## config.mk

```make
export PLATFORM = sky130hd
export DESIGN_NAME = sensor_command_irq_regs
export DESIGN_NICKNAME = d
export VERILOG_FILES = /design/src/design/sensor_regs_pkg.sv /design/src/design/pin_sync.sv /design/src/design/i2c_byte_link.sv /design/src/design/sensor_command_irq_regs.sv
export SDC_FILE = /design/constraint.sdc
export NUM_CORES = 1
export LEC_CHECK = 0
export ABC_CLOCK_PERIOD_IN_PS = 4600
export BUFFER_PORTS_ARGS = -buffer_cell sky130_fd_sc_hd__buf_2
export CAP_MARGIN = 10
export CORE_UTILIZATION = 56
export CTS_CLUSTER_DIAMETER = 100
export DETAILED_ROUTE_END_ITERATION = 16
export PLACE_DENSITY = 0.77
export SYNTH_ARGS = -nofsm -noshare
export SYNTH_HDL_FRONTEND = slang
export SYNTH_HIERARCHICAL = 1
export SYNTH_SLANG_ARGS = --single-unit
```

## constraint.sdc

```tcl
create_clock -name core_clk_i -period 4.6 [get_ports core_clk_i]
set_clock_uncertainty 0.1 [all_clocks]
set_input_delay 0.69 -clock core_clk_i [delete_from_list [all_inputs] [get_ports core_clk_i]]
set_output_delay 0.69 -clock core_clk_i [all_outputs]
set_load 0.05 [all_outputs]
```

## src/design/sensor_regs_pkg.sv

```systemverilog
// Shared constants for the light-sensor host register set.
// Assumes one 20 MHz core clock and an I2C link sampled by that clock.
package sensor_regs_pkg;
  // ==========================================================
  // Register offsets (8-bit register pointer)
  localparam logic [7:0] OFS_PARAM_INBOX = 8'h17;  // Argument byte
  localparam logic [7:0] OFS_MAILBOX     = 8'h18;  // Command mailbox
  localparam logic [7:0] OFS_RESPONSE    = 8'h20;  // Response code
  localparam logic [7:0] OFS_FLAGS       = 8'h21;  // Pending event flags
  localparam logic [7:0] OFS_VIS_LOW     = 8'h22;  // Visible result low
  localparam logic [7:0] OFS_VIS_HIGH    = 8'h23;  // Visible result high
  localparam logic [7:0] OFS_IR_LOW      = 8'h24;  // Infrared result low
  localparam logic [7:0] OFS_IR_HIGH     = 8'h25;  // Infrared result high
  // ==========================================================
  // Reset values and field layout
  localparam logic [7:0] REG_RESET       = 8'h00;  // Every register
  localparam int         FLAG_BITS       = 6;      // Flags in bits 5:0
  localparam int         FLAG_CMD_POS    = 5;      // Command-completion
  localparam int         FLAG_PROX_POS   = 2;      // Channel one; two, three above
  localparam int         PROX_CHANNELS   = 3;      // Proximity channels
  localparam logic [1:0] PROX_MODE_KEEP  = 2'h3;   // Mode kept on auto clear
  localparam logic [3:0] COUNT_STEP      = 4'h1;   // Rolling counter step
  // ==========================================================
  // Command and response codes
  localparam logic [7:0] NO_OPERATION_CMD = 8'h00;
  localparam logic [7:0] CMD_RESET_CODE   = 8'h01;
  localparam logic [7:0] ERR_INVALID      = 8'h80;
  localparam logic [7:0] ERR_PROX_ONE     = 8'h88;
  localparam logic [7:0] ERR_PROX_TWO     = 8'h89;
  localparam logic [7:0] ERR_PROX_THREE   = 8'h8A;
  localparam logic [7:0] ERR_VISIBLE      = 8'h8C;
  localparam logic [7:0] ERR_INFRARED     = 8'h8D;
  localparam logic [7:0] ERR_AUX          = 8'h8E;
  // ==========================================================
  // Link constants
  localparam logic [6:0] LINK_DEV_ADDR   = 7'h2A;  // Arbitrary slave address
  localparam logic [3:0] BYTE_BITS       = 4'h8;   // Bits per byte
  localparam logic [3:0] BIT_ONE         = 4'h1;   // Bit counter step
endpackage : sensor_regs_pkg

```

## src/design/pin_sync.sv

```systemverilog
// Two-flip-flop synchroniser for pins outside the core clock domain.
// Assumes the reader only looks at the second stage.
module pin_sync
  import sensor_regs_pkg::*;
#(
  parameter int WIDTH = 2
) (
  input  wire logic             core_clk_i,
  input  wire logic             arst_n_i,
  input  wire logic             clk_en_i,
  input  wire logic [WIDTH-1:0] pin_i,
  output logic      [WIDTH-1:0] sync_o
);
  // ==========================================================
  // Stages
  logic [WIDTH-1:0] meta;  // First stage, read only by the second

  // Idle I2C lines are high, so both stages reset high
  always_ff @(posedge core_clk_i or negedge arst_n_i) begin
    if (!arst_n_i) begin
      meta   <= '1;
      sync_o <= '1;
    end else if (clk_en_i) begin
      meta   <= pin_i;
      sync_o <= meta;
    end
  end
endmodule : pin_sync

```

## src/design/i2c_byte_link.sv

```systemverilog
// Byte engine of the I2C slave: start/stop, address match, ack, shift.
// Assumes SCL and SDA arrive already synchronised to core_clk_i.
module i2c_byte_link
  import sensor_regs_pkg::*;
(
  input  wire logic       core_clk_i,
  input  wire logic       arst_n_i,
  input  wire logic       clk_en_i,
  input  wire logic       scl_i,
  input  wire logic       sda_i,
  input  wire logic [7:0] rd_data_i,
  output logic            wr_stb_o,
  output logic            wr_first_o,
  output logic      [7:0] wr_data_o,
  output logic            rd_stb_o,
  output logic            sda_drive_o
);
  typedef enum logic [2:0] {
    ST_IDLE      = 3'b000,
    ST_ADDR      = 3'b001,
    ST_ADDR_ACK  = 3'b010,
    ST_WRITE     = 3'b011,
    ST_WRITE_ACK = 3'b100,
    ST_READ      = 3'b101,
    ST_READ_ACK  = 3'b110
  } link_state_type;

  link_state_type state;     // Transfer phase
  logic           scl_d;     // SCL one sample ago
  logic           sda_d;     // SDA one sample ago
  logic [7:0]     shift;     // Incoming bits
  logic [7:0]     tx;        // Outgoing bits
  logic [3:0]     bitcnt;    // Bits done in this byte
  logic           rw;        // Read transfer
  logic           first;     // Next write byte is the pointer
  logic           scl_rise;
  logic           scl_fall;
  logic           start_c;
  logic           stop_c;

  assign scl_rise = scl_i && !scl_d;
  assign scl_fall = !scl_i && scl_d;
  assign start_c  = scl_i && scl_d && sda_d && !sda_i;
  assign stop_c   = scl_i && scl_d && !sda_d && sda_i;

  // ==========================================================
  // Line history for edge and condition detection
  always_ff @(posedge core_clk_i or negedge arst_n_i) begin
    if (!arst_n_i) begin
      scl_d <= 1'b1;
      sda_d <= 1'b1;
    end else if (clk_en_i) begin
      scl_d <= scl_i;
      sda_d <= sda_i;
    end
  end

  // ==========================================================
  // Bit sequencing: sample on SCL rise, change SDA on SCL fall
  always_ff @(posedge core_clk_i or negedge arst_n_i) begin
    if (!arst_n_i) begin
      state       <= ST_IDLE;
      shift       <= '0;
      tx          <= '0;
      bitcnt      <= '0;
      rw          <= 1'b0;
      first       <= 1'b0;
      wr_stb_o    <= 1'b0;
      wr_first_o  <= 1'b0;
      wr_data_o   <= '0;
      rd_stb_o    <= 1'b0;
      sda_drive_o <= 1'b0;
    end else if (clk_en_i) begin
      wr_stb_o <= 1'b0;
      rd_stb_o <= 1'b0;
      if (start_c) begin
        // Repeated start also restarts the pointer phase
        state       <= ST_ADDR;
        bitcnt      <= '0;
        first       <= 1'b1;
        sda_drive_o <= 1'b0;
      end else if (stop_c) begin
        state       <= ST_IDLE;
        sda_drive_o <= 1'b0;
      end else if (scl_rise) begin
        case (state)
          ST_ADDR, ST_WRITE: begin
            shift  <= {shift[6:0], sda_i};
            bitcnt <= bitcnt + BIT_ONE;
          end
          ST_READ_ACK: begin
            // Master not-acknowledge ends the read
            if (sda_i) state <= ST_IDLE;
          end
          default: ;
        endcase
      end else if (scl_fall) begin
        case (state)
          ST_ADDR: begin
            if (bitcnt == BYTE_BITS) begin
              if (shift[7:1] == LINK_DEV_ADDR) begin
                state       <= ST_ADDR_ACK;
                sda_drive_o <= 1'b1;
                rw          <= shift[0];
              end else begin
                state <= ST_IDLE;
              end
            end
          end
          ST_WRITE: begin
            if (bitcnt == BYTE_BITS) begin
              wr_stb_o    <= 1'b1;
              wr_data_o   <= shift;
              wr_first_o  <= first;
              first       <= 1'b0;
              sda_drive_o <= 1'b1;
              state       <= ST_WRITE_ACK;
            end
          end
          ST_WRITE_ACK: begin
            sda_drive_o <= 1'b0;
            bitcnt      <= '0;
            state       <= ST_WRITE;
          end
          ST_ADDR_ACK, ST_READ_ACK: begin
            if (rw) begin
              // Load next byte; the bank advances its pointer on rd_stb
              tx          <= {rd_data_i[6:0], 1'b0};
              sda_drive_o <= !rd_data_i[7];
              rd_stb_o    <= 1'b1;
              bitcnt      <= BIT_ONE;
              state       <= ST_READ;
            end else begin
              sda_drive_o <= 1'b0;
              bitcnt      <= '0;
              state       <= ST_WRITE;
            end
          end
          ST_READ: begin
            if (bitcnt == BYTE_BITS) begin
              sda_drive_o <= 1'b0;
              state       <= ST_READ_ACK;
            end else begin
              sda_drive_o <= !tx[7];
              tx          <= {tx[6:0], 1'b0};
              bitcnt      <= bitcnt + BIT_ONE;
            end
          end
          default: ;
        endcase
      end
    end
  end
endmodule : i2c_byte_link

```

## src/design/sensor_command_irq_regs.sv

```systemverilog
// Host register set of the light sensor: mailbox, response, flags, results.
// Assumes the measurement sequencer runs on core_clk_i and gives pulses.
// Functional notes
// - Only a mailbox write leaves standby.
// - Each mailbox byte goes to the sequencer; while an error is held, only reset and no-op do.
// - Errors load a response code with MSB set.
// - Error code held until reset, no-op or a newer error.
// - While error held, other commands are ignored.
// - Autonomous measurement reporting continues during an error.
// - No error: low nibble counts finished commands.
// - Unrecognised command gives the invalid-command code.
// - Proximity overflow gives matching channel code.
// - Visible, infrared, auxiliary overflow give their codes.
// - Flag layout: command 5, proximity 4:2, ambient 1:0.
// - Interrupt pin follows any enabled set flag.
// - Policy zero: host writes one to clear.
// - Policy one: auto clear, except mode-11 channels.
// - Visible result low byte first, high next.
// - All registers reset to zero.
// - Parameter inbox carries argument to the sequencer.
// - Infrared high byte follows its low byte.
module sensor_command_irq_regs
  import sensor_regs_pkg::*;
(
  input  wire logic        core_clk_i,
  input  wire logic        arst_n_i,
  input  wire logic        clk_en_i,
  input  wire logic        scl_i,
  input  wire logic        sda_i,
  output logic             sda_o,
  output logic             sda_oe_n_o,
  input  wire logic        seq_done_i,
  input  wire logic        seq_invalid_i,
  input  wire logic [5:0]  overflow_i,
  input  wire logic [2:0]  prox_event_i,
  input  wire logic [1:0]  ambient_event_field_i,
  input  wire logic        seq_auto_clear_i,
  input  wire logic        standby_i,
  input  wire logic [5:0]  irq_enable_i,
  input  wire logic        clear_policy_i,
  input  wire logic [5:0]  prox_irq_mode_field_i,
  input  wire logic        vis_load_i,
  input  wire logic [15:0] vis_result_i,
  input  wire logic        ir_load_i,
  input  wire logic [15:0] ir_result_i,
  output logic             cmd_valid_o,
  output logic [7:0]       cmd_code_o,
  output logic [7:0]       cmd_arg_o,
  output logic             awake_o,
  output logic             irq_o
);
  // ==========================================================
  // Declarations
  logic [1:0]           pins_sync;      // Synchronised SCL, SDA
  logic                 wr_stb;         // Byte written by host
  logic                 wr_first;       // Byte is the pointer
  logic [7:0]           wr_data;        // Written byte
  logic                 rd_stb;         // Byte handed to the link
  logic                 sda_drive;      // Link pulls SDA low
  logic [7:0]           rd_data;        // Byte at the pointer
  logic [7:0]           ptr;            // Register pointer
  logic [7:0]           command_mailbox;
  logic [7:0]           parameter_inbox;
  logic [7:0]           response_code;
  logic [FLAG_BITS-1:0] pending_flags;  // Reserved bits are not stored
  logic [15:0]          vis_result;
  logic [15:0]          ir_result;
  logic                 host_wr;        // Data byte write
  logic                 mb_wr;          // Mailbox write
  logic                 err_held;       // Response holds an error
  logic                 clear_code;     // Reset or no-op command
  logic                 cmd_pass;       // Command forwarded
  logic                 fault_hit;      // Error event this cycle
  logic [7:0]           fault_code;
  logic [FLAG_BITS-1:0] flag_set;
  logic [FLAG_BITS-1:0] flag_clr;
  logic [FLAG_BITS-1:0] flag_keep;      // Survives auto clear

  // ==========================================================
  // Link front end
  pin_sync #(
    .WIDTH (2)
  ) u_sync (
    .core_clk_i (core_clk_i),
    .arst_n_i   (arst_n_i),
    .clk_en_i   (clk_en_i),
    .pin_i      ({scl_i, sda_i}),
    .sync_o     (pins_sync)
  );

  i2c_byte_link u_link (
    .core_clk_i  (core_clk_i),
    .arst_n_i    (arst_n_i),
    .clk_en_i    (clk_en_i),
    .scl_i       (pins_sync[1]),
    .sda_i       (pins_sync[0]),
    .rd_data_i   (rd_data),
    .wr_stb_o    (wr_stb),
    .wr_first_o  (wr_first),
    .wr_data_o   (wr_data),
    .rd_stb_o    (rd_stb),
    .sda_drive_o (sda_drive)
  );

  // Open-drain pin: output low, enable low while pulling
  always_ff @(posedge core_clk_i or negedge arst_n_i) begin
    if (!arst_n_i) begin
      sda_o      <= 1'b0;
      sda_oe_n_o <= 1'b1;
    end else if (clk_en_i) begin
      sda_o      <= 1'b0;
      sda_oe_n_o <= !sda_drive;
    end
  end

  // ==========================================================
  // Pointer: first write byte loads it, each data byte advances it
  always_ff @(posedge core_clk_i or negedge arst_n_i) begin
    if (!arst_n_i) begin
      ptr <= REG_RESET;
    end else if (clk_en_i) begin
      if (wr_stb && wr_first) begin
        ptr <= wr_data;
      end else if (host_wr || rd_stb) begin
        ptr <= ptr + 8'h01;
      end
    end
  end

  assign host_wr    = wr_stb && !wr_first;
  assign mb_wr      = host_wr && (ptr == OFS_MAILBOX);
  assign err_held   = response_code[7];
  assign clear_code = (wr_data == CMD_RESET_CODE) || (wr_data == NO_OPERATION_CMD);
  assign cmd_pass   = mb_wr && (!err_held || clear_code);
  assign fault_hit  = seq_invalid_i || (|overflow_i);

  // ==========================================================
  // Read mux; unmapped offsets read zero
  always_comb begin
    case (ptr)
      OFS_PARAM_INBOX: rd_data = parameter_inbox;
      OFS_MAILBOX:     rd_data = command_mailbox;
      OFS_RESPONSE:    rd_data = response_code;
      OFS_FLAGS:       rd_data = {2'b00, pending_flags};
      OFS_VIS_LOW:     rd_data = vis_result[7:0];
      OFS_VIS_HIGH:    rd_data = vis_result[15:8];
      OFS_IR_LOW:      rd_data = ir_result[7:0];
      OFS_IR_HIGH:     rd_data = ir_result[15:8];
      default:         rd_data = REG_RESET;
    endcase
  end

  // ==========================================================
  // Mailbox and argument; a blocked command is still stored
  always_ff @(posedge core_clk_i or negedge arst_n_i) begin
    if (!arst_n_i) begin
      command_mailbox <= REG_RESET;
      parameter_inbox <= REG_RESET;
    end else if (clk_en_i) begin
      if (mb_wr) command_mailbox <= wr_data;
      if (host_wr && ptr == OFS_PARAM_INBOX) parameter_inbox <= wr_data;
    end
  end

  // Command hand-off to the sequencer, one-cycle pulse
  always_ff @(posedge core_clk_i or negedge arst_n_i) begin
    if (!arst_n_i) begin
      cmd_valid_o <= 1'b0;
      cmd_code_o  <= REG_RESET;
      cmd_arg_o   <= REG_RESET;
    end else if (clk_en_i) begin
      cmd_valid_o <= cmd_pass;
      if (cmd_pass) begin
        cmd_code_o <= wr_data;
        cmd_arg_o  <= (ptr == OFS_PARAM_INBOX) ? wr_data : parameter_inbox;
      end
    end
  end

  // Standby exit: no other bus access touches this
  always_ff @(posedge core_clk_i or negedge arst_n_i) begin
    if (!arst_n_i) begin
      awake_o <= 1'b0;
    end else if (clk_en_i) begin
      if (mb_wr) begin
        awake_o <= 1'b1;
      end else if (standby_i) begin
        awake_o <= 1'b0;
      end
    end
  end

  // ==========================================================
  // Response: fault codes win over clear, count and host write in the same cycle
  always_comb begin
    if (seq_invalid_i)      fault_code = ERR_INVALID;
    else if (overflow_i[0]) fault_code = ERR_PROX_ONE;
    else if (overflow_i[1]) fault_code = ERR_PROX_TWO;
    else if (overflow_i[2]) fault_code = ERR_PROX_THREE;
    else if (overflow_i[3]) fault_code = ERR_VISIBLE;
    else if (overflow_i[4]) fault_code = ERR_INFRARED;
    else if (overflow_i[5]) fault_code = ERR_AUX;
    else                    fault_code = REG_RESET;
  end

  always_ff @(posedge core_clk_i or negedge arst_n_i) begin
    if (!arst_n_i) begin
      response_code <= REG_RESET;
    end else if (clk_en_i) begin
      if (fault_hit) begin
        response_code <= fault_code;
      end else if (cmd_pass && clear_code) begin
        response_code <= REG_RESET;
      end else if (seq_done_i && !err_held) begin
        response_code <= {4'h0, response_code[3:0] + COUNT_STEP};
      end else if (host_wr && ptr == OFS_RESPONSE && !err_held) begin
        response_code <= wr_data;
      end
    end
  end

  // ==========================================================
  // Event flags; set wins over any clear in the same cycle
  assign flag_set = {seq_done_i, prox_event_i, ambient_event_field_i};
  assign flag_clr = (host_wr && ptr == OFS_FLAGS && !clear_policy_i)
                    ? wr_data[FLAG_BITS-1:0] : '0;

  assign flag_keep[FLAG_PROX_POS-1:0] = '0;
  assign flag_keep[FLAG_CMD_POS]      = 1'b0;
  for (genvar ch = 0; ch < PROX_CHANNELS; ch++) begin : g_keep
    assign flag_keep[FLAG_PROX_POS+ch] =
      (prox_irq_mode_field_i[2*ch +: 2] == PROX_MODE_KEEP);
  end

  for (genvar b = 0; b < FLAG_BITS; b++) begin : g_flag
    // Measurement events still land while an error is held
    always_ff @(posedge core_clk_i or negedge arst_n_i) begin
      if (!arst_n_i) begin
        pending_flags[b] <= 1'b0;
      end else if (clk_en_i) begin
        if (flag_set[b]) begin
          pending_flags[b] <= 1'b1;
        end else if (flag_clr[b]) begin
          pending_flags[b] <= 1'b0;
        end else if (clear_policy_i && seq_auto_clear_i && !flag_keep[b]) begin
          pending_flags[b] <= 1'b0;
        end
      end
    end
  end

  // Interrupt pin, one cycle behind the flags
  always_ff @(posedge core_clk_i or negedge arst_n_i) begin
    if (!arst_n_i) begin
      irq_o <= 1'b0;
    end else if (clk_en_i) begin
      irq_o <= |(pending_flags & irq_enable_i);
    end
  end

  // ==========================================================
  // Results: sequencer loads win over host writes
  always_ff @(posedge core_clk_i or negedge arst_n_i) begin
    if (!arst_n_i) begin
      vis_result <= '0;
      ir_result  <= '0;
    end else if (clk_en_i) begin
      if (vis_load_i) vis_result <= vis_result_i;
      else if (host_wr && ptr == OFS_VIS_LOW) vis_result[7:0] <= wr_data;
      else if (host_wr && ptr == OFS_VIS_HIGH) vis_result[15:8] <= wr_data;
      if (ir_load_i) ir_result <= ir_result_i;
      else if (host_wr && ptr == OFS_IR_LOW) ir_result[7:0] <= wr_data;
      else if (host_wr && ptr == OFS_IR_HIGH) ir_result[15:8] <= wr_data;
    end
  end
endmodule : sensor_command_irq_regs

```

# Word level (Yosys, flattened, before mapping)

Cells that the tools add are included.

Add/sub/neg operators: 3
Equality and inequality tests: 37
Muxes and demuxes: 93
Bitwise gates (word level): 4
Reduce and logical (&&, ||, !) cells: 95

Operator list:

| cell                | number |
|---|---|
| $mux 8              | 22 |
| $pmux 8 s8          | 1 |
| $eq 8x6->1 const B  | 6 |
| $mux 1              | 46 |
| $mux 16             | 2 |
| $mux 3              | 10 |
| $reduce_and 2->1    | 14 |
| $logic_and 1x1->1   | 26 |
| $mux 4              | 6 |
| $reduce_and 8->1    | 3 |
| $reduce_bool 3->1   | 8 |
| $reduce_bool 2->1   | 10 |
| $eq 8x5->1 const B  | 2 |
| $pmux 8 s2          | 1 |
| $ne 5x1->1 const B  | 3 |
| $pmux 3 s5          | 1 |
| $reduce_and 7->1    | 2 |
| $logic_not 1->1     | 13 |
| $ne 4x1->1 const B  | 3 |
| $pmux 4 s3          | 1 |
| $reduce_and 6->1    | 2 |
| $reduce_or 6->1     | 2 |
| $eq 3x3->1 const B  | 3 |
| $add 4x1->4 const B | 2 |
| other kinds (26)    | 43 |

Bits in registers: 133
Output and inout port bits: 21
Word-level logic and storage cells: 267

# Depth between registers and ports, before layout

Gate-level depths: netlist of run 1.

Depth after elaboration: 9
Gate-level depth with buffers: 11

# Hierarchy

Netlist of run 1, hierarchy kept.

Modules (own cells, without submodules):

| module                  | times used | cells each | area an instance (µm²) |
|---|---|---|---|
| sensor_command_irq_regs | 1          | 503        | 4847.1 |
| i2c_byte_link           | 1          | 194        | 2085.8 |
| pin_sync                | 1          | 8          | 150.1 |

# Worst setup path before layout of run 1

Ideal clock, no wire load.

Path kind: flip-flop to flip-flop
From: register ptr[5]
To: register u_link.sda_drive_o
Library setup time: 131 ps
Arrival: 2314 ps
Required time: 4369 ps
Path slack: 2055 ps
Cell stages (with the launch flop): 12
Buffers on the path: 3
Period minus slack after synthesis: 2545 ps
Path through: dfrtp_1 > buf_6 > or4b_1 > buf_2 > nor3_2 > buf_2 > a22oi_1 > nand3_1 > nand2b_1 > a31oi_1 > nand2_1 > mux2i_1

Cells in the longest elaborated chain, start to end: 9
Elaborated cells between the ends (all ways): 16
Classes of those cells: eq/ne: 8; mux: 7; reduce/logical: 1

Ends and longest elaborated chain:

| what                                            | RTL line                       | RTL |
|---|---|---|
| from (decl)                                     | sensor_command_irq_regs.sv:61  | `logic [7:0] ptr;` |
| from (signal assigned)                          | sensor_command_irq_regs.sv:123 | `ptr <= wr_data;` |
| from (signal assigned)                          | sensor_command_irq_regs.sv:125 | `ptr <= ptr + 8'h01;` |
| $eq 8x6->1 / $eq 8x5->1 (equally long branches) | sensor_command_irq_regs.sv:140 | `case (ptr)` |
| $pmux 8 s8 (*)                                  | sensor_command_irq_regs.sv:140 |  |
| net rd_data[7]                                  | sensor_command_irq_regs.sv:60  | `logic [7:0] rd_data;` |
| $logic_not 1->1 (*)                             | i2c_byte_link.sv:129           | `sda_drive_o <= !rd_data_i[7];` |
| $mux 1 (*)                                      | i2c_byte_link.sv:126           | `if (rw) begin` |
| $pmux 1 s5 (*)                                  | i2c_byte_link.sv:98            | `case (state)` |
| $mux 1 (*)                                      | i2c_byte_link.sv:97            | `end else if (scl_fall) begin` |
| $mux 1 (*)                                      | i2c_byte_link.sv:85            | `end else if (scl_rise) begin` |
| $mux 1 (*)                                      | i2c_byte_link.sv:82            | `end else if (stop_c) begin` |
| $mux 1 (*)                                      | i2c_byte_link.sv:76            | `if (start_c) begin` |
| to (signal assigned)                            | i2c_byte_link.sv:129           |  |
| to (signal assigned)                            | i2c_byte_link.sv:144           | `sda_drive_o <= !tx[7];` |
| to (decl)                                       | i2c_byte_link.sv:16            | `output logic sda_drive_o` |

Mark *: on every way through the listed nets, which the timed path passes. The rest lies on a longest branch. The select of a mux whose other input is x is not followed.
A chain may end at the register's enable or synchronous reset.

# Final worst setup path of run 1

From: register ptr[4]
To: register ir_result[10]

Cells in the longest elaborated chain, start to end: 4
Elaborated cells between the ends (all ways): 7
Classes of those cells: eq/ne: 3; reduce/logical: 4

Ends and longest elaborated chain:

| what                                                             | RTL line                                                       | RTL |
|---|---|---|
| $eq 8x6->1 (on tied branches)                                    | sensor_command_irq_regs.sv:272, sensor_command_irq_regs.sv:273 |  |
| $logic_and 1x1->1 (on tied branches)                             | sensor_command_irq_regs.sv:272, sensor_command_irq_regs.sv:273 |  |
| $ne 2x2->1 (no line) / $reduce_bool 2->1 (equally long branches) | --                                                             |  |
| $reduce_and 3->1 (no line) (*)                                   | --                                                             |  |
| to (signal assigned)                                             | sensor_command_irq_regs.sv:271                                 | `if (ir_load_i) ir_result <= ir_result_i;` |
| to (signal assigned)                                             | sensor_command_irq_regs.sv:273                                 | `else if (host_wr && ptr == OFS_IR_HIGH) ir_result[15:8] <= wr_data;` |
| to (decl)                                                        | sensor_command_irq_regs.sv:67                                  | `logic [15:0] ir_result;` |

Mark *: on every way between the ends. The rest lies on a longest branch, timed or not.

==> flow_summary.yaml, run 1 <==
timing:
  setup_tns_ps: 0
  period_share_pct: 66.3
  fmax_ghz: 0.328
  worst_pin_slew_ps: 1220
  rsz0062_at_grt: "no"
  period_minus_slack_ps: 3050
  drv_slew: 0
  slew-limit-headroom_pct: 18.5
  hold_viol_final: 0
  setup-violations-final: 0
floorplan:
  num_rows: 40
  start_util_pct: 58.2
  die_area_mm2: 0.0131
  io_pins: 88
  fp.dieH_um: 114
  coreArea_mm2: 0.0122
  die_w_um: 114
placement:
  portBuffers: 86
  dp_hpwl_mm: 13.6
  place_area_mm2: 0.00755
  gp_congestion: 0.906
final_layout:
  area_growth_pct: 15.4
  fin_area_mm2: 0.00818
  regArea_mm2: 0.00331
  fillers: 918
  diodes: 0
  nNetsFinal: 848
  multiInputGateArea_mm2: 0.00347
  drive_above_1_share_pct: 26.7
cts:
  clkTransAtPathRegs_ps: 50
  cts-buffers-inserted: 17
  post_cts_buffers: 0
  cts_resized: 0
  cts_tree: "done"
  cts_hold_buf: 0
  cts_sinks: 132
  cts_root_buf: "clkbuf_16"
  cts-htree-levels: 4
  clk_latency_ps: 430
  cts.path.max_buffers: 2
critical_path:
  arrival_ps: 3210
  start_kind: "flip-flop"
  r2r_setup_slack_ps: 1550
  path_class: "reg -> reg"
  worstPathRequired_ps: 4760
  crit_path_max_fanout: 16
  setup.worst_path.end_class: "flip-flop"
synthesis:
  ys_types: 73
  syn-cell-area_mm2: 0.00708
  synth_edf_count: 0
  yosysSeqAreaShare_pct: 46.8
  ys_seq_elements: 132
  ys_async_sr_fraction_pct: 100
  yosys_warnings: 6
  syn_avg_cell_area_um2: 10.0
  syn_nets: 782
  ys.flop_type: "dfrtp_1"
  synthCells: 705
grt:
  grt.total_usage_pct: 31.8
  grt_pass1_vias: 5679
  grt_pass1_wl_mm: 30.8
  grt_overflow: 0
  antenna_found_initial: 0
  grt_max_degree: 52
detailed_routing:
  drt-total-wl_mm: 19.5
  first_pass_iters: 8
  drc_errors: 0
  vias: 5976
  drtAntennaViolNets: 0
  drt-wirelength-per-cell_um: 20.5
  via_per_inst: 6.28
  drtIter0Drc: 600
run:
  drv_cap: 0
power_and_ir_drop:
  p_per_area_mw_per_mm2: 373
  power.leakage_nw: 3.92
  peakVddDrop_mv: 0.254
worst_hold_path:
  hold_class: "in -> async"
status:
  status: "complete, no violations"
-- critical path: stages, from the launching register on --
cell and delay, ps:
dfrtp_1 490, or4b_2 760, a2111oi_0 740, o21ai_1 520, nand2_1 180, o21ai_0 100
-- cell type report --
cell class | count | area share [%]
multi-input combinational | 508 | 42.5
tap | 168 | 2.57
sequential | 132 | 40.5
inverter | 19 | 0.872
clock inverter | 13 | 2.23
clock buffer | 19 | 5.42
timing repair buffer | 93 | 5.94
-- report_power, final --
part	switching, W	leakage (nW)	internal (W)
clock	0.000509	0.307	0.000919
sequential	0.0000842	1.71	0.00124
combinational	0.000173	1.90	0.000126
total	0.000767	3.92	0.00228
-- state kept, by name (all words and copies together), names as in the netlist, 2 cells and up --
name	count
ir_result	16
vis_result	16
cmd_arg_o	8
cmd_code_o	8
command_mailbox	8
parameter_inbox	8
ptr	8
response_code	8
u_link/shift	8
u_link/wr_data_o	8
u_link/tx	7
pending_flags	6
u_link/bitcnt	4
u_link/state	3
u_sync/meta	2
u_sync/sync_o	2
-- cells in the final DEF, fill, tap and decap left out, drive strengths merged, types with 17 or more instances in the layout --
| cell | count |
|---|---|
| o21ai | 51 |
| clkbuf | 19 |
| nand3 | 17 |
| buf | 93 |
| nor2 | 46 |
| mux2i | 24 |
| dfrtp | 125 |
| inv | 19 |
| nand2 | 84 |
| mux2 | 61 |
| a21oi | 49 |
-- metal layers --
layer	routed length [um]	GRT usage [%]
met2	8810	48.1
met3	1830	7.89
met5	0	0
met4	625	14.1
met1	8260	43.7
-- stage by stage --
step                      std cells  worst slack [ps]  util [%]  power [W]  hold WS, ps
after global routing            952              1380      67.2    0.00316          239
after CTS                       952              1660      67.2    0.00305          211
final                           952              1550      67.2    0.00305          190
after detailed placement        920              1610      62.1    0.00163          312
after global placement          920              1660      62.1    0.00161          307
after floorplan                 705              2060         -    0.00151          291
-- synth_stat cells (3+ instances only) --
cell type,instances,share of area (%)
o22ai_1,3,0.26
clkbuf_1,28,1.5
a22o_1,10,1.2
o31ai_1,3,0.32
buf_2,8,0.57
a32o_1,4,0.57
o21ai_1,3,0.21
dfstp_2,7,2.6
o21ai_0,47,3.3
buf_6,5,0.79
inv_1,19,1.0
a222oi_1,7,0.99
mux2_4,3,0.64
dfrtp_1,125,44
a21o_1,4,0.42
ha_1,10,1.8
a21oi_1,49,3.5
nor2_1,46,2.4
nand3b_1,7,0.74
buf_1,3,0.16
nor3_1,8,0.57
nand2_1,84,4.5
nor2b_1,13,1.1
a41oi_1,4,0.49
mux2i_1,24,3.4
nand3_1,17,1.2
a221oi_1,7,0.87
a31oi_1,12,1.1
a31o_2,3,0.37
and3_1,14,1.2
a22oi_1,8,0.85
mux2_2,58,9.2
nand2b_1,11,0.97
-- kinds of logic after synthesis --
group | Yosys count | share of synthesized area (%)
fa+ha+maj | 10 | 1.77
buf+inv | 65 | 4.22
simple gates | 225 | 16.3
xor+xnor | 3 | 0.371
other cells | 1 | 0.0529
flops | 132 | 46.8
mux | 85 | 13.2
compound gates | 184 | 17.3
-- worst paths after layout --
path                                    start  cells past startpoint          endpoint
max                                    ptr[4]                      5     ir_result[10]
min                                  arst_n_i                      1  pending_flags[3]
max reg2reg                            ptr[4]                      5     ir_result[10]
min reg2reg                u_link/sda_drive_o                      1        sda_oe_n_o
max in group asynchronous            arst_n_i                      2    u_sync/meta[1]
min in group core_clk_i    u_link/sda_drive_o                      1        sda_oe_n_o
Power figures use the tool's default switching activity.
==> run 2, diff against run 1 <==
--- a/config.mk
+++ b/config.mk
@@ -5,7 +5,8 @@
 export SDC_FILE = /design/constraint.sdc
 export NUM_CORES = 1
 export LEC_CHECK = 0
-export ABC_CLOCK_PERIOD_IN_PS = 4600
+export ABC_AREA = 1
+export ABC_CLOCK_PERIOD_IN_PS = 3100
 export BUFFER_PORTS_ARGS = -buffer_cell sky130_fd_sc_hd__buf_2
 export CAP_MARGIN = 10
 export CORE_UTILIZATION = 56
==> constraint.sdc (replaced) <==
create_clock -name core_clk_i -period 3.1 [get_ports core_clk_i]
set_clock_uncertainty 0.1 [all_clocks]
set_input_delay 0.465 -clock core_clk_i [delete_from_list [all_inputs] [get_ports core_clk_i]]
set_output_delay 0.465 -clock core_clk_i [all_outputs]
set_load 0.05 [all_outputs]
==> run 2 against run 1 <==
  * Synthesized area increased by 5.7%
  * Critical endpoint is now cmd_code_o[3]
  * Wire length up 3.0%
  * Largest cell class unchanged
  * Utilization is 0.065 points higher
  * Critical path type unchanged
  * Clock-buffer cell count rose by 2
==> flow_summary.yaml, run 2 <==
grt:
  antenna_found_initial: 0
  grt-busiest-layer: "met2"
  grt_overflow: 0
  met1_usage_pct: 43.3
  use_met3_pct: 5.67
  use_met2_pct: 47.0
  grt_pass1_vias: 6643
  grt_max_degree: 51
  grt_pass1_wl_mm: 33.4
  grt.total_usage_pct: 30.9
final_layout:
  area_growth_pct: 15.3
  diodes: 0
  final_cells: 1253
  fin_area_mm2: 0.00863
  final_cell_mix: "nand2_1, dfrtp_1, inv_1, buf_2, o21ai_0"
  layout_commonest_cell: "nand2_1"
  top_regs: "ir_result: 16 flops, vis_result: 16 flops"
  nNetsFinal: 1145
  drive_above_1_share_pct: 19.3
detailed_routing:
  first_pass_iters: 8
  via_per_inst: 5.54
  vias: 6944
  drt-total-wl_mm: 20.1
  drt-wirelength-per-cell_um: 16.0
  drtAntennaViolNets: 0
  drc_errors: 0
  drtIter0Drc: 645
cts:
  cts.path.max_buffers: 2
  cts_root_buf: "clkbuf_16"
  cts_tree: "done"
  cts-buffers-inserted: 17
  cts_resized: 0
  clkTransAtPathRegs_ps: 60
  cts-htree-levels: 4
  cts_sinks: 132
  clk_latency_ps: 430
timing:
  fin_ws_ps: 780
  period_minus_slack_ps: 2320
  slew-limit-headroom_pct: 52.2
  whs_ps: 132
  fmax_ghz: 0.431
  setup_tns_ps: 0
  rsz0062_at_grt: "no"
  period_share_pct: 74.8
  setup-violations-final: 0
  worst_pin_slew_ps: 717
  hold_viol_final: 0
  drv_slew: 0
critical_path:
  arrival_ps: 2520
  rr_startpoint: "ptr[0]"
  worstPathCellList: "inv_1 -> ha_1 -> nand3_2 -> nor2_8 -> nand2_4 -> nor2_4 -> inv_2 -> nand2_1 -> o21ai_2"
  start_kind: "flip-flop"
  path_delay_family: "simple AND/OR/NAND/NOR gates"
  r2r_cells: 9
  r2r_setup_slack_ps: 780
  slowest_delay_ps: 430
  path_class: "reg -> reg"
  worstPathRequired_ps: 3300
  crit_path_max_fanout: 26
  r2r_end: "cmd_code_o[3]"
  cp_num_buf_inv: 2
  slowest_stage: "dfrtp_1"
  setup.worst_path.end_class: "flip-flop"
power_and_ir_drop:
  pwr-share-comb_pct: 12.4
  p_sw_w: 0.00124
  swShare_pct: 27.3
  clkPwrFrac_pct: 45.0
  p_per_area_mw_per_mm2: 527
  intPower_w: 0.00331
  p_seq_share_pct: 42.6
  peakVddDrop_mv: 0.344
  power.leakage_nw: 4.41
synthesis:
  synth.most_common_cell: "nand2_1"
  yosys_warnings: 6
  ys_types: 42
  synth_edf_count: 0
  ys_seq_elements: 132
  syn_avg_cell_area_um2: 7.60
  ys.flop_type: "dfrtp_1"
  synthDominantCellAreaShare_pct: 41.8
  yosysSeqAreaShare_pct: 44.2
  synth_top_cell_by_area: "dfrtp_1"
  synthCells: 985
  synthTopCellsByArea: "dfrtp_1, nand2_1, o21ai_0, inv_1, o21ai_2"
  synth_common_cells: "nand2_1, dfrtp_1, inv_1, o21ai_0, nor2_1"
  ys_async_sr_fraction_pct: 100
  syn_nets: 1062
  syn-cell-area_mm2: 0.00749
placement:
  place_inst: 1220
  dp_slack_ps: 857
  dp_hpwl_mm: 14.4
  portBuffers: 86
  place_area_mm2: 0.00802
  gp_congestion: 0.917
floorplan:
  die_w_um: 118
  start_util_pct: 58.4
  num_rows: 41
  die_area_mm2: 0.0138
  fp.dieH_um: 118
  io_pins: 88
  coreArea_mm2: 0.0128
run:
  drv_cap: 0
worst_hold_path:
  min_from: "prox_event_i[2]"
  holdPathEnd: "pending_flags[4]"
  hold_depth: 3
  hold_class: "in -> reg"
status:
  status: "complete, no violations"
==> run 2: cell types whose count changed after synthesis, sizes merged, moves of 12 or more <==
| cell | before | now |
|---|---|---|
| nor2 | 46 | 87 |
| nand2 | 84 | 339 |
| mux2 | 61 | 0 |
| inv | 19 | 108 |
| o21ai | 51 | 133 |
| a31oi | 13 | 1 |
| clkbuf | 28 | 13 |
| mux2i | 24 | 0 |
| and3 | 14 | 0 |
| nor2b | 13 | 0 |
| nand3 | 17 | 54 |
==> run 2: repair_timing <==
action                                 in CTS  in global routing
hold buffers                                1                  0
endpoints found under the hold margin      35                  0
setup endpoints to repair                   0                  0
setup buffers                               0                  0
==> run 2: logic make-up after synthesis <==
kind of cell / share of synthesized area (%)
xor gates and xnor gates: 0.468
adders and majority gates: 1.67
DFF: 44.2
AOI/OAI and AO/OA: 16.2
and+or+nand+nor: 29.6
other: 0.0501
buffers and inverters: 7.79
==> run 2: final cells by class <==
| cell class | instances | area, um2 |
|---|---|---|
| Multi-Input combinational cell | 717 | 3590 |
| Fill cell | 1136 | 4190 |
| Tap cell | 172 | 215 |
| Clock buffer | 21 | 480 |
| Inverter | 109 | 409 |
| Timing Repair Buffer | 91 | 498 |
| Clock inverter | 11 | 125 |
| Sequential cell | 132 | 3310 |
==> run 2: metrics by stage <==
step / utilization [%] / total power [W]
final: 67.3 / 0.00455
after CTS: 67.3 / 0.00457
after global placement: 62.5 / 0.00251
after global routing: 67.3 / 0.00475
after floorplan: - / 0.00234
after detailed placement: 62.5 / 0.00253
==> run 2: power groups by stage <==
stage | registers [W] | logic, W | clock network [W]
2_1_floorplan | 0.00195 | 0.000390 | 0
3_3_place_gp | 0.00196 | 0.000549 | 0
3_5_place_dp | 0.00197 | 0.000559 | 0
4_1_cts | 0.00194 | 0.000564 | 0.00207
5_1_grt | 0.00196 | 0.000647 | 0.00215
6_report | 0.00194 | 0.000564 | 0.00205
==> run 2: how the worst max path moves through the flow <==
stage	from	endpoint	slack, ps	cells past startpoint
after global routing	ptr[0]	cmd_code_o[3]	600	9
final	ptr[0]	cmd_code_o[3]	780	9
after floorplan	ptr[0]	cmd_arg_o[7]	1180	10
after global placement	ptr[0]	cmd_code_o[5]	950	9
after detailed placement	ptr[0]	cmd_code_o[3]	860	9
after CTS	ptr[0]	cmd_code_o[3]	800	9
==> run 2: worst min-delay path, cell delays in order <==
cell	delay, ps
buf_2	70
nand2_1	40
nand2_1	50
==> run 2: metal layers <==
metal | wire length [um] | vias to the layer above
li1 | - | 3344
met1 | 9040 | 3263
met2 | 9120 | 298
met3 | 1430 | 39
met4 | 517 | 0
met5 | 0 | -
==> run 3, diff against run 2 <==
--- a/config.mk
+++ b/config.mk
@@ -6,7 +6,7 @@
 export NUM_CORES = 1
 export LEC_CHECK = 0
 export ABC_AREA = 1
-export ABC_CLOCK_PERIOD_IN_PS = 3100
+export ABC_CLOCK_PERIOD_IN_PS = 2250
 export BUFFER_PORTS_ARGS = -buffer_cell sky130_fd_sc_hd__buf_2
 export CAP_MARGIN = 10
 export CORE_UTILIZATION = 56
==> constraint.sdc (replaced) <==
create_clock -name core_clk_i -period 2.25 [get_ports core_clk_i]
set_clock_uncertainty 0.1 [all_clocks]
set_input_delay 0.3375 -clock core_clk_i [delete_from_list [all_inputs] [get_ports core_clk_i]]
set_output_delay 0.3375 -clock core_clk_i [all_outputs]
set_load 0.05 [all_outputs]
==> run 3 against run 2 <==
  * Combinational power rose by 43%
  * Via count barely moved
  * Cell count rose by 1.8%
  * Sequential cell count did not move
  * Critical endpoint is now cmd_arg_o[7]
  * Largest power group is now sequential cells
==> flow_summary.yaml, run 3 (synthesized netlist as in run 2, its figures left out) <==
timing:
  whs_ps: 14.0
  slew-limit-headroom_pct: 55.0
  setup_tns_ps: 0
  period_share_pct: 93.5
  worst_pin_slew_ps: 674
  rsz0062_at_grt: "no"
  setup-violations-final: 0
  hold_viol_final: 0
  drv_slew: 0
  period_minus_slack_ps: 2100
  fmax_ghz: 0.475
placement:
  place_area_mm2: 0.00819
  portBuffers: 86
  dp_hpwl_mm: 14.5
  place_inst: 1241
  gp_congestion: 0.948
cts:
  cts_sinks: 132
  cts-htree-levels: 4
  cts.path.max_buffers: 2
  cts-buffers-inserted: 17
  post_cts_buffers: 0
  cts_root_buf: "clkbuf_16"
  clk_latency_ps: 430
  cts_tree: "done"
  clkTransAtPathRegs_ps: 60
floorplan:
  die_area_mm2: 0.0138
  io_pins: 88
  die_w_um: 118
  fp.dieH_um: 118
  start_util_pct: 58.4
  num_rows: 41
  coreArea_mm2: 0.0128
final_layout:
  layout_commonest_cell: "nand2_1"
  diodes: 0
  regArea_mm2: 0.00331
  multiInputGateArea_mm2: 0.00360
  area_growth_pct: 17.3
  nNetsFinal: 1167
  top_regs: "ir_result: 16 flops, vis_result: 16 flops"
  final_cells: 1275
  fillers: 1094
  postLayoutCoreUtil_pct: 68.5
  final_cell_mix: "nand2_1, dfrtp_1, inv_1, buf_2, o21ai_0"
  fin_area_mm2: 0.00878
  drive_above_1_share_pct: 21.0
critical_path:
  startpoint: "ptr[0]"
  path_class: "reg -> reg"
  setup.worst_path.end_class: "flip-flop"
  worstPathRequired_ps: 2450
  r2r_setup_slack_ps: 150
  r2r_end: "cmd_arg_o[7]"
  r2r_cells: 9
  crit_path_max_fanout: 26
  start_kind: "flip-flop"
  arrival_ps: 2310
  rr_startpoint: "ptr[0]"
  endpoint: "cmd_arg_o[7]"
detailed_routing:
  via_per_inst: 5.45
  drt-total-wl_mm: 20.0
  drc_errors: 0
  drtIter0Drc: 686
  first_pass_iters: 6
  vias: 6943
  drt-wirelength-per-cell_um: 15.7
  drtAntennaViolNets: 0
power_and_ir_drop:
  p_per_area_mw_per_mm2: 698
  peakVddDrop_mv: 0.627
  power.leakage_nw: 4.49
run:
  drv_cap: 0
grt:
  antenna_found_initial: 0
  grt_pass1_vias: 6414
  grt_overflow: 0
  grt.total_usage_pct: 30.2
  grt_pass1_wl_mm: 32.4
  grt_max_degree: 52
status:
  status: "complete, no violations"
worst_hold_path:
  hold_class: "in -> reg"
[run 3: repair_timing]
| item | 4_1_cts | 5_1_grt |
|---|---|---|
| setup endpoints to repair | 0 | 30 |
| endpoints found under the hold margin | 29 | 0 |
| hold buffers | 2 | 0 |
| gates resized for setup | 0 | 4 |
[run 3: where the power goes]
part	switching [W]	internal, W
logic	0.000527	0.000279
clock network	0.00107	0.00158
registers	0.000122	0.00255
total	0.00172	0.00441
[run 3: per-stage QoR]
step,total power [W],worst slack (ps)
after global routing,0.00637,4.95
after CTS,0.00615,71.4
after global placement,0.00348,155
after floorplan,0.00323,332
after detailed placement,0.00350,83.3
final,0.00613,146
[run 3: worst min path at each step]
| stage | endpoint | cells past startpoint | slack (ps) | start |
|---|---|---|---|---|
| 2_1_floorplan | awake_o | 0 | -60 | arst_n_i |
| 3_3_place_gp | cmd_code_o[7] | 1 | 200 | arst_n_i |
| 3_5_place_dp | cmd_code_o[7] | 1 | 200 | arst_n_i |
| 4_1_cts | u_sync/meta[0] | 3 | 2 | sda_i |
| 5_1_grt | u_sync/meta[0] | 3 | 4 | sda_i |
| 6_report | pending_flags[2] | 3 | 10 | prox_event_i[0] |
[run 3: cell type report]
cell class	count	share of cell area [%]
Clock buffer	21	5.24
Clock inverter	11	1.17
Inverter	109	4.66
Multi-Input combinational cell	717	41.0
Sequential cell	132	37.7
Tap cell	172	2.45
Timing Repair Buffer	113	7.72
[run 3: critical path: stages (launching register included)]
cell and delay (ps):
dfrtp_1 420, inv_1 120, ha_2 270, nand3_2 150, nor2_8 220, nand2_4 80
nor2_4 190, inv_2 230, nand2_1 150, o21ai_2 60
[run 3: metal layers]
layer	wire (um)	up-vias	track usage [%]
met5	0	-	0
met2	8820	329	45.3
li1	-	3395	-
met4	538	0	12.6
met3	1800	37	7.17
met1	8850	3182	41.9
